$ cat config.mk
export PLATFORM = sky130hd
export DESIGN_NAME = power_saving_mode_control
export DESIGN_NICKNAME = d
export VERILOG_FILES = /design/src/rtl/machine_phase.v /design/src/rtl/power_saving_mode_control.v /design/src/rtl/slow_divider.v
export VERILOG_INCLUDE_DIRS = /design/src /design/src/rtl
export SDC_FILE = /design/constraint.sdc
export NUM_CORES = 1
export LEC_CHECK = 0
export ABC_AREA = 0
export BUFFER_PORTS_ARGS = -buffer_cell sky130_fd_sc_hd__buf_2
export CORE_MARGIN = 2
export CORE_UTILIZATION = 40
export CTS_CLUSTER_SIZE = 8
export DETAILED_ROUTE_END_ITERATION = 16
export PLACE_DENSITY = 0.74
export SYNTH_ARGS = -nofsm -noshare
export SYNTH_HDL_FRONTEND = slang
export SYNTH_HIERARCHICAL = 1
export SYNTH_SLANG_ARGS = --single-unit
export TNS_END_PERCENT = 30
$ cat constraint.sdc
create_clock -name i_clk_sys -period 3.1 [get_ports i_clk_sys]
set_clock_uncertainty 0.05 [all_clocks]
set_input_delay 0.31 -clock i_clk_sys [delete_from_list [all_inputs] [get_ports i_clk_sys]]
set_output_delay 0.31 -clock i_clk_sys [all_outputs]
set_load 0.01 [all_outputs]
$ cat src/rtl/power_saving_defs.vh
`ifndef POWER_SAVING_DEFS_VH
`define POWER_SAVING_DEFS_VH

// register map (8-bit special function register space)
`define PWR_ADDR_W 8
`define PWR_CONTROL_ADDR 8'h87
`define PWR_STATUS_ADDR 8'hA7

// power_control bit positions
`define BIT_IDLE_ENABLE 0
`define BIT_POWERDOWN_ENABLE 1
`define BIT_USER_FLAG_ZERO 2
`define BIT_USER_FLAG_ONE 3
`define BIT_SLOW_DOWN 4
`define BIT_IDLE_START 5
`define BIT_POWERDOWN_START 6

// power_status bit positions
`define ST_IDLE 0
`define ST_POWERDOWN 1
`define ST_SLOW 2
`define ST_ENABLE 3

// machine cycle: 12 oscillator periods, 6 states of 2 phases
`define OSC_PER_CYCLE 4'hC
`define PHASE_S3P1 4'h4
`define SLOW_DIVIDE 3'h7
`define SYNC_CYCLES 2'h2

`endif

$ cat src/rtl/machine_phase.v
`timescale 1ns/10ps
`default_nettype none
`include "power_saving_defs.vh"

// free-running phase counter over one machine cycle, advanced by a tick
module machine_phase (
	// clock and reset
	input wire i_clk_sys,
	input wire i_rst_n,
	// advance
	input wire i_tick,
	// phase state
	output reg [3:0] o_phase,
	output wire o_cycle_end,
	output wire o_s3p1
);

	assign o_cycle_end = i_tick && (o_phase == `OSC_PER_CYCLE - 4'h1);
	assign o_s3p1 = i_tick && (o_phase == `PHASE_S3P1);

	always @(posedge i_clk_sys) begin
		if (!i_rst_n)
			o_phase <= 4'h0;
		else if (o_cycle_end)
			o_phase <= 4'h0;
		else if (i_tick)
			o_phase <= o_phase + 4'h1;
	end

endmodule // machine_phase
`default_nettype wire

$ cat src/rtl/power_saving_mode_control.v
// Summary of operation
// - watchdog clock enable drops during idle; peripherals keep running.
// - modes take effect only while the enable pin is low.
// - enable and start in one write never enter idle; both read zero.
// - the start write completes, then idle begins before the next instruction.
// - any enabled interrupt ends idle and restores the processor clock.
// - hardware reset ends idle; two machine cycles suffice while oscillator runs.
// - from external code, low port floats; high port shows address in idle.
// - power-down stops oscillator; strobes and clock output held low.
// - power-down enable and start in one write never enter; both read zero.
// - power-down follows the start write; it wins over idle.
// - only hardware reset leaves power-down; registers reset, RAM kept.
// - that reset restarts the oscillator; caller holds it long enough.
// - slow mode divides every derived clock by eight, clock output too.
// - slow mode takes effect within two machine cycles of setting the bit.
// - slow mode combines with idle and power-down; clearing returns full speed.
// - two user flags store written values and steer nothing.
// - with enable pin high, entry sequences are ignored entirely.
// - in idle, address latch and program store strobes are held high.
// - enable pin level is sampled at state 3 phase 1 through a filter.
//
// The plain strobed port is this design's own decision.
`timescale 1ns/10ps
`default_nettype none
`include "power_saving_defs.vh"

module power_saving_mode_control (
	// clock and reset
	input wire i_clk_sys,
	input wire i_rst_n,
	// register port
	input wire [7:0] i_addr,
	input wire [7:0] i_wdata,
	input wire i_wr,
	input wire i_rd,
	output reg [7:0] o_rdata,
	// system pins and core status
	input wire i_power_save_enable_pin_n,
	input wire i_irq_pending,
	input wire i_ext_code,
	input wire i_ale_run,
	input wire i_program_store_strobe_run,
	// clock enables
	output reg o_cpu_clk_en,
	output reg o_periph_clk_en,
	output reg o_wdt_clk_en,
	output reg o_osc_stop,
	output reg o_clock_output_pin,
	// pin control
	output reg o_ale,
	output reg o_program_store_strobe,
	output reg o_port0_float,
	output reg o_port2_address,
	output reg o_ports_freeze,
	// mode status
	output reg o_idle,
	output reg o_powerdown,
	output reg o_slow
);

	//----------------------------------------
	// mode states
	//----------------------------------------
	localparam ST_RUN = 2'b00;
	localparam ST_IDLE = 2'b01;
	localparam ST_PDOWN = 2'b10;

	reg [1:0] state_reg, state_next;
	reg idle_armed_reg, pd_armed_reg;
	reg user_flag_zero_reg, user_flag_one_reg, slow_down_bit_reg;
	reg [2:0] filt_reg;
	reg enable_reg;
	reg [1:0] sync_cnt_reg;
	reg slow_reg;
	reg clock_output_pin_reg;

	wire tick;
	wire cycle_end;
	wire s3p1;
	wire [3:0] phase;
	wire power_control_wr = i_wr && (i_addr == `PWR_CONTROL_ADDR);
	wire pin_low = !i_power_save_enable_pin_n;
	wire w_idle_en = i_wdata[`BIT_IDLE_ENABLE];
	wire w_idle_st = i_wdata[`BIT_IDLE_START];
	wire w_pd_en = i_wdata[`BIT_POWERDOWN_ENABLE];
	wire w_pd_st = i_wdata[`BIT_POWERDOWN_START];
	wire go_idle = power_control_wr && enable_reg && idle_armed_reg && w_idle_st && !w_idle_en;
	wire go_pd = power_control_wr && enable_reg && pd_armed_reg && w_pd_st && !w_pd_en;

	//----------------------------------------
	// timebase
	//----------------------------------------
	// the oscillator only stops in power-down, which only reset leaves
	slow_divider u_div (
		.i_clk_sys(i_clk_sys),
		.i_rst_n(i_rst_n),
		.i_slow(slow_reg),
		.i_run(state_reg != ST_PDOWN),
		.o_tick(tick)
	);

	machine_phase u_phase (
		.i_clk_sys(i_clk_sys),
		.i_rst_n(i_rst_n),
		.i_tick(tick),
		.o_phase(phase),
		.o_cycle_end(cycle_end),
		.o_s3p1(s3p1)
	);

	//----------------------------------------
	// enable pin filter
	//----------------------------------------
	// three-sample majority stands in for the schmitt input; the level is
	// only accepted at state 3 phase 1
	always @(posedge i_clk_sys) begin
		if (!i_rst_n) begin
			filt_reg <= 3'h0;
			enable_reg <= 1'b0;
		end else begin
			filt_reg <= {filt_reg[1:0], pin_low};
			if (s3p1)
				enable_reg <= (filt_reg[0] & filt_reg[1]) | (filt_reg[1] & filt_reg[2])
					| (filt_reg[0] & filt_reg[2]);
		end
	end

	//----------------------------------------
	// power_control register
	//----------------------------------------
	// arm bits only live until the very next power_control write, so any other
	// write to it in between breaks the double-write sequence
	always @(posedge i_clk_sys) begin
		if (!i_rst_n) begin
			idle_armed_reg <= 1'b0;
			pd_armed_reg <= 1'b0;
			user_flag_zero_reg <= 1'b0;
			user_flag_one_reg <= 1'b0;
			slow_down_bit_reg <= 1'b0;
		end else if (power_control_wr) begin
			// both in one write arms nothing
			idle_armed_reg <= enable_reg && w_idle_en && !w_idle_st;
			pd_armed_reg <= enable_reg && w_pd_en && !w_pd_st;
			user_flag_zero_reg <= i_wdata[`BIT_USER_FLAG_ZERO];
			user_flag_one_reg <= i_wdata[`BIT_USER_FLAG_ONE];
			slow_down_bit_reg <= i_wdata[`BIT_SLOW_DOWN];
		end
	end

	// read data: enable and start bits always read zero
	always @(posedge i_clk_sys) begin
		if (!i_rst_n)
			o_rdata <= 8'h00;
		else if (i_rd && i_addr == `PWR_CONTROL_ADDR) begin
			o_rdata <= 8'h00;
			o_rdata[`BIT_USER_FLAG_ZERO] <= user_flag_zero_reg;
			o_rdata[`BIT_USER_FLAG_ONE] <= user_flag_one_reg;
			o_rdata[`BIT_SLOW_DOWN] <= slow_down_bit_reg;
		end else if (i_rd && i_addr == `PWR_STATUS_ADDR) begin
			o_rdata <= 8'h00;
			o_rdata[`ST_IDLE] <= (state_reg == ST_IDLE);
			o_rdata[`ST_POWERDOWN] <= (state_reg == ST_PDOWN);
			o_rdata[`ST_SLOW] <= slow_reg;
			o_rdata[`ST_ENABLE] <= enable_reg;
		end else
			o_rdata <= 8'h00;
	end

	//----------------------------------------
	// mode state machine
	//----------------------------------------
	always @* begin
		state_next = state_reg;
		case (state_reg)
			ST_RUN: begin
				if (go_pd)
					state_next = ST_PDOWN;
				else if (go_idle)
					state_next = ST_IDLE;
			end
			ST_IDLE: begin
				if (i_irq_pending)
					state_next = ST_RUN;
			end
			ST_PDOWN: begin
				state_next = ST_PDOWN;
			end
			default: begin
				state_next = ST_RUN;
			end
		endcase
	end

	// synchronous reset leaves idle and power-down at once
	always @(posedge i_clk_sys) begin
		if (!i_rst_n)
			state_reg <= ST_RUN;
		else
			state_reg <= state_next;
	end

	//----------------------------------------
	// slow-down synchronisation
	//----------------------------------------
	// the divider only changes ratio on a machine cycle boundary, after
	// the request has stayed stable across two successive boundaries
	always @(posedge i_clk_sys) begin
		if (!i_rst_n) begin
			slow_reg <= 1'b0;
			sync_cnt_reg <= 2'h0;
		end else begin
			if ((slow_down_bit_reg && enable_reg) == slow_reg)
				sync_cnt_reg <= 2'h0;
			else if (cycle_end) begin
				if (sync_cnt_reg == `SYNC_CYCLES - 2'h1) begin
					slow_reg <= !slow_reg;
					sync_cnt_reg <= 2'h0;
				end else
					sync_cnt_reg <= sync_cnt_reg + 2'h1;
			end
		end
	end

	//----------------------------------------
	// clock output
	//----------------------------------------
	// high for phases 0 to 6 of each machine cycle (7 of 12), follows the divided tick
	always @(posedge i_clk_sys) begin
		if (!i_rst_n)
			clock_output_pin_reg <= 1'b0;
		else if (state_next == ST_PDOWN)
			clock_output_pin_reg <= 1'b0;
		else if (tick)
			clock_output_pin_reg <= (phase < (`OSC_PER_CYCLE >> 1)) ^ cycle_end;
	end

	//----------------------------------------
	// output registers
	//----------------------------------------
	always @(posedge i_clk_sys) begin
		if (!i_rst_n) begin
			o_cpu_clk_en <= 1'b0;
			o_periph_clk_en <= 1'b0;
			o_wdt_clk_en <= 1'b0;
			o_osc_stop <= 1'b0;
			o_clock_output_pin <= 1'b0;
			o_ale <= 1'b0;
			o_program_store_strobe <= 1'b0;
			o_port0_float <= 1'b0;
			o_port2_address <= 1'b0;
			o_ports_freeze <= 1'b0;
			o_idle <= 1'b0;
			o_powerdown <= 1'b0;
			o_slow <= 1'b0;
		end else begin
			// enables are single-cycle pulses per tick, so gating is glitch-free
			o_cpu_clk_en <= tick && state_next == ST_RUN;
			o_periph_clk_en <= tick && state_next != ST_PDOWN;
			o_wdt_clk_en <= tick && state_next == ST_RUN;
			o_osc_stop <= state_next == ST_PDOWN;
			// stop low in the same cycle that power-down begins
			o_clock_output_pin <= clock_output_pin_reg && state_next != ST_PDOWN;
			o_ports_freeze <= state_next == ST_PDOWN;
			o_idle <= state_next == ST_IDLE;
			o_powerdown <= state_next == ST_PDOWN;
			o_slow <= slow_reg;
			case (state_next)
				ST_IDLE: begin
					o_ale <= 1'b1;
					o_program_store_strobe <= 1'b1;
					o_port0_float <= i_ext_code;
					o_port2_address <= i_ext_code;
				end
				ST_PDOWN: begin
					o_ale <= 1'b0;
					o_program_store_strobe <= 1'b0;
					o_port0_float <= i_ext_code;
					o_port2_address <= 1'b0;
				end
				default: begin
					o_ale <= i_ale_run;
					o_program_store_strobe <= i_program_store_strobe_run;
					o_port0_float <= 1'b0;
					o_port2_address <= i_ext_code;
				end
			endcase
		end
	end

endmodule // power_saving_mode_control
`default_nettype wire

$ cat src/rtl/slow_divider.v
`timescale 1ns/10ps
`default_nettype none
`include "power_saving_defs.vh"

// divide-by-eight tick generator: one tick per oscillator edge at full
// speed, one per eight when slow mode is on
module slow_divider (
	// clock and reset
	input wire i_clk_sys,
	input wire i_rst_n,
	// control
	input wire i_slow,
	input wire i_run,
	// tick
	output wire o_tick
);

	reg [2:0] div_reg;

	assign o_tick = i_run && (!i_slow || div_reg == `SLOW_DIVIDE);

	always @(posedge i_clk_sys) begin
		if (!i_rst_n)
			div_reg <= 3'h0;
		else if (!i_run || !i_slow)
			div_reg <= 3'h0;
		else
			div_reg <= div_reg + 3'h1;
	end

endmodule // slow_divider
`default_nettype wire

* Word level (Yosys, flattened, before mapping)
Index checks and enable logic that the tools add are counted.
** Storage, ports and cells
- Flip-flop bits (word level) :: 40
- Latch bits :: 0
- Bits in writable memories :: 0
- ROM bits :: 0
- Input bits :: 25
- Output and inout bits :: 21
- Word-level logic and storage cells :: 102
- Memories :: 0
** Cells by class
- Add/sub/neg operators :: 3
- Multiply operators :: 0
- Div/mod/pow operators :: 0
- Order comparisons :: 1
- Equality and inequality tests :: 13
- Shift-type cells :: 0
- Mux-type cells :: 9
- Bitwise logic cells :: 9
- Reduce and logical (&&, ||, !) cells :: 41
** Operators by type and width (number)
- logical AND 1 bit :: 21
- equality test 8 bit, second input constant :: 2
- OR reduction 2 bit :: 6
- two-way mux 2 bit :: 4
- zero test 1 bit :: 7
- equality test 2 x 1 -> 1 bit, second input constant :: 3
- one-hot mux 2 bit (3 select lines) :: 1
- two-way mux 5 bit :: 1
- adder 4 x 1 -> 4 bit, second input constant :: 1
- equality test 2 bit, second input constant :: 2
- equality test 4 x 3 -> 1 bit, second input constant :: 1
- equality test 4 bit, second input constant :: 1
- zero test 2 bit :: 2
- less-than comparator 4 x 3 -> 1 bit, second input constant :: 1
- two-way mux 4 bit :: 1
- != test 2 bit, second input constant :: 2
- one-hot mux 1 bit (2 select lines) :: 2
- adder 3 x 1 -> 3 bit, second input constant :: 1
- AND 1 bit :: 3
- equality test 3 bit, second input constant :: 1
- NOT 1 bit :: 3
- AND reduction 3 bit :: 1
- OR reduction 3 bit :: 1
- adder 2 x 1 -> 2 bit, second input constant :: 1
- other kinds (5) :: 7

* Logic depth before layout (Yosys ltp)
- Depth after elaboration :: 12
- Mapped depth :: 9
- Gate-level depth less buffers :: 9

* Hierarchy
Netlist, hierarchy kept.
** Modules (own cells, without submodules)
- power_saving_mode_control :: times used 1, cells an instance 123, area each 1239.9 um^2, seq. area each 600.6 um^2
- machine_phase :: times used 1, cells an instance 22, area each 215.2 um^2, seq. area each 80.1 um^2
- slow_divider :: times used 1, cells an instance 13, area each 120.1 um^2, seq. area each 60.1 um^2

* Worst setup path after synthesis
No wires, ideal clock.
- Kind :: reg-to-reg
- Start :: register u_div.div_reg[0]
- End :: register slow_reg
- Setup time :: 0.070 ns
- Arrival time :: 2.098 ns
- Required time :: 2.980 ns
- Path slack :: 0.882 ns
- Cell stages (with the launch flop) :: 10
- Buffers on the path :: 0
- Clock period less this slack :: 2.218 ns
- Cell sequence :: dfxtp_1 -> ha_1 -> ha_1 -> inv_1 -> a21boi_0 -> nand2_2 -> nor2_1 -> nand2_1 -> or3_1 -> a21boi_1
** Between the ends
- Cells in the longest elaborated chain, start to end :: 5
** RTL lines
- start, declared :: RTL line slow_divider.v:18 : reg [2:0] div_reg;
- start signal, assigned :: RTL line slow_divider.v:28 : div_reg <= div_reg + 3'h1;
- equality test 3 bit (no line)
- logical OR 1 bit (no line)
- logical AND 1 bit :: RTL line slow_divider.v:20 : assign o_tick = i_run && (!i_slow || div_reg == `SLOW_DIVIDE);
- via tick :: RTL line power_saving_mode_control.v:77 : wire tick;
- logical AND 1 bit :: RTL line machine_phase.v:18 : assign o_cycle_end = i_tick && (o_phase == `OSC_PER_CYCLE - 4'h1);
- via cycle_end :: RTL line power_saving_mode_control.v:78 : wire cycle_end;
- AND reduction 3 bit (no line)
- end signal, assigned :: RTL line power_saving_mode_control.v:216 : slow_reg <= !slow_reg;
- end, declared :: RTL line power_saving_mode_control.v:74 : reg slow_reg;
The timed path passes the listed nets, and every way through them passes these cells.
A chain may end at the register's enable or synchronous reset.

* Worst setup path in the final report
Ends and elaborated chain as after synthesis.

==> results.md <==
* Width of the die at between 60 and 70 um
* Largest stage delay, worst path at 0.34 ns
* Fin area at around 1900 um2
* Synth area leader: dfxtp_1
* CTS tree: done
* Area fraction of the dominant cell type after synthesis at 0.470
* Port buffer count at 41
* Core area at 3720 um2
* Flop2flop setup slack at 1.05 ns
* DRC at 0
* Pin slew with the least headroom to its limit at 0.491 ns
* Worst hold path type: input pin to flip-flop
* Root buf cell: clkbuf_8
* Slew Limit Headroom at 0.670
* FFs w/ async S/R, synth at 0
* Total CTS buffers at 5
* Number of hold buffers added after CTS at 0
* Setup crit end kind: flip-flop
* DR vias at about 1200
* Worst Hold Depth at 2
* Fmax at slightly below 500 MHz
* Pwr dens at between 400 and 500 nW/um2
* Slowest CP cell: dfxtp_1
* Yosys warns at 6
* Maximum VDD drop at 215 uV
* Synth Register Bits at 37
* Gate power share at 0.068
* Die Area at around 4500 um2
* Routability cong. at approximately 0.71
* Sequential cell area fraction in the yosys report at 0.470
* Clock sink count at 37
* Top Registers: o_rdata (5), u_phase/o_phase (4)
* Worst r2r path cells at 10
* Total power at roughly 0.85 mW
* Clock buffer depth at 2
* CP Max Fanout at 8
* Pint at approximately 0.66 mW
* Setup TNS at 0 ns
* Number of flip-flops in the largest register at 5
* Antenna violation net count after detailed routing at 0
* Post-route minimum period at around 2 ns
* Largest net degree at the start of global routing at 31
* Dpl hpwl at ~2.1 mm
* Hold Startpoint: i_power_save_enable_pin_n
* RR Startpoint: u_div/div_reg[0]$_SDFF_PP0_
* Worst-path clk slew at around 0.06 ns
* Syn-to-layout area delta at 18.2%
* Io pins at 46
* Hold Path End: filt_reg[0]$_SDFF_PN0_
* Average size of a mapped cell at ~10 um2
* Ys flop type: dfxtp_1
* Pre-Repair DR Iteration Count at 4
* Post-Syn Instances at 158
* Initial detailed-routing violation count at between 80 and 90
* Count of pins over their slew limit at 0
* Die height at 66.8 um
* Initial Util at 0.424
* Startpoint type of the worst setup path: flip-flop
* Share of cells above drive strength 1 at 0.283
* Crit-path most repeated cell: ha_1
* Non-filler cells, final at about 250
* Hold Fails Final Rpt at 0
* Status: finished clean
* Crit path DAT at 2.21 ns
* Final setup fails at 0
* Row cnt at 22
* Unrepaired setup endpoints after global routing: no
* Switching portion of total power at 0.218
* Number of flops mapped to enable cells by yosys at 0
* Final net count at approximately 230
* Vias in the first global route at ~1200
* # Max-Cap Violations at 0
* Worst path bufs/invs at 2
* Synthesized area at ~1600 um2
* Cell variety after synth at 45
* Placed Cells at 240
* P_leak at ~0.84 nW
* Via density at 4.89
* Overflow after GRT at 0
* Total GRT Usage at 0.142
* Register share of total power at 0.584
* Req. time, crit path at about 3.3 ns
* Top delay family on crit path: simple AND/OR/NAND/NOR gates
* Switching power total at 0.184 mW
* Clock power share at 0.347
* Crit Path Category: flip-flop to flip-flop
* Post-CTS Setup Repair Bufs at 0
* Routed len/inst at 11.4 um
* Clk_lat worst skew at roughly 0.28 ns
* Largest register by flop count: o_rdata
* Final WL at around 2.8 mm
* Top area cells in the synthesized netlist: dfxtp_1 (47%), ha_1 (5.6%), mux2i_1 (5.1%), and2_1 (3.2%), nand2_1 (3.1%)
* Crit path cell chain: ha_1 > ha_1 > inv_1 > a21boi_0 > buf_4 > nand2_2 > nor2_1 > nand2_1 > or3_1 > a21boi_1
* Global-route wire length before repair at between 4 and 5 mm
* Max H-tree Level at 2
* Post-CTS Resized at 0
* Initial antenna violation count at 0
* Reg2reg end: slow_reg$_SDFFE_PN0P_
* Placed Area at about 1800 um2
* Tcrit/Tclk final at 0.662
* Diode count at 0
Yosys cell counts, types with 2 or more instances:
cell type,n
nand4b_1,2
xor2_1,2
and3_1,4
inv_1,7
xnor2_1,2
a21boi_0,4
buf_2,3
nor2_1,13
nor2b_1,2
nor3b_1,3
nand2b_1,4
and2_1,8
o21ai_0,3
nand2_1,13
a41oi_1,2
buf_4,6
and4b_1,3
ha_1,7
mux2i_1,8
dfxtp_1,37
layer usage:
layer  track usage  share of wire  vias up
met4        0.0510          0.013        0
met5             0              0        -
li1              -              -      608
met2         0.243           0.46       37
met1         0.163           0.45      552
met3        0.0524          0.078        5
cells by family after synthesis:
kind of cell             after synthesis  share of synthesized area
XOR/XNOR                               4                     0.0222
multiplexers                           8                     0.0508
buffers and inverters                 18                     0.0643
adder cells (fa/ha/maj)                7                     0.0556
other                                  1                    0.00238
AND/OR/NAND/NOR                       66                      0.249
AO/OA/AOI/OAI                         17                     0.0850
flip-flops                            37                      0.470
metrics by stage:
step                setup slack [ns]  hold slack [ns]  utilization
floorplan                      0.882            0.332            -
finish                          1.05            0.138        0.501
global placement                1.13            0.360        0.481
global route                   0.841            0.146        0.501
detailed placement              1.05            0.369        0.481
CTS                             1.04            0.130        0.501
cell type report:
class	count	area, um2
Fill cell	362	1850
Sequential cell	37	741
Multi-Input combinational cell	105	741
Timing Repair Buffer	43	220
Clock buffer	5	68.8
Tap cell	48	60.1
Inverter	7	26.3
Clock inverter	1	5.00
power groups by stage:
stage	Sequential, mW	Clock, mW	Combinational, mW
finish	0.495	0.294	0.0578
global route	0.496	0.331	0.0658
CTS	0.495	0.306	0.0586
detailed placement	0.506	0	0.0583
global placement	0.505	0	0.0569
floorplan	0.505	0	0.0354
worst max-delay path by stage:
stage	depth (start not counted)	end	start
2_1_floorplan	9	slow_reg$_SDFFE_PN0P_	u_div/div_reg[0]$_SDFF_PP0_
3_3_place_gp	6	o_ale$_SDFF_PN0_	enable_reg$_SDFFE_PN0P_
3_5_place_dp	7	clock_output_pin_reg$_SDFFE_PP0P_	i_wdata[0]
4_1_cts	10	slow_reg$_SDFFE_PN0P_	u_div/div_reg[0]$_SDFF_PP0_
5_1_grt	10	slow_reg$_SDFFE_PN0P_	u_div/div_reg[0]$_SDFF_PP0_
6_report	10	slow_reg$_SDFFE_PN0P_	u_div/div_reg[0]$_SDFF_PP0_
worst reg2reg max path, delay by kind of cell, from the launching register on:
family | cells | cell delay, ns
DFF | 1 | 0.34
adders and majority gates | 2 | 0.30
and+or+nand+nor | 4 | 0.77
buffers and inverters | 2 | 0.23
AOI/OAI and AO/OA | 2 | 0.29
placed cells by master (no fill, tap or decap), types with 3 or more instances in the layout:
cell | Yosys | layout
ha_1 | 7 | 7
nor2_1 | 13 | 13
o21ai_0 | 3 | 3
nor3b_1 | 3 | 3
inv_1 | 7 | 7
conb_1 | 1 | 3
dfxtp_1 | 37 | 37
mux2i_1 | 8 | 8
nand2b_1 | 4 | 4
buf_2 | 3 | 41
clkbuf_8 | 0 | 5
and3_1 | 4 | 4
and4b_1 | 3 | 3
nand2_1 | 13 | 13
a21boi_0 | 4 | 4
and2_1 | 8 | 8
Power figures use the tool's default switching activity.
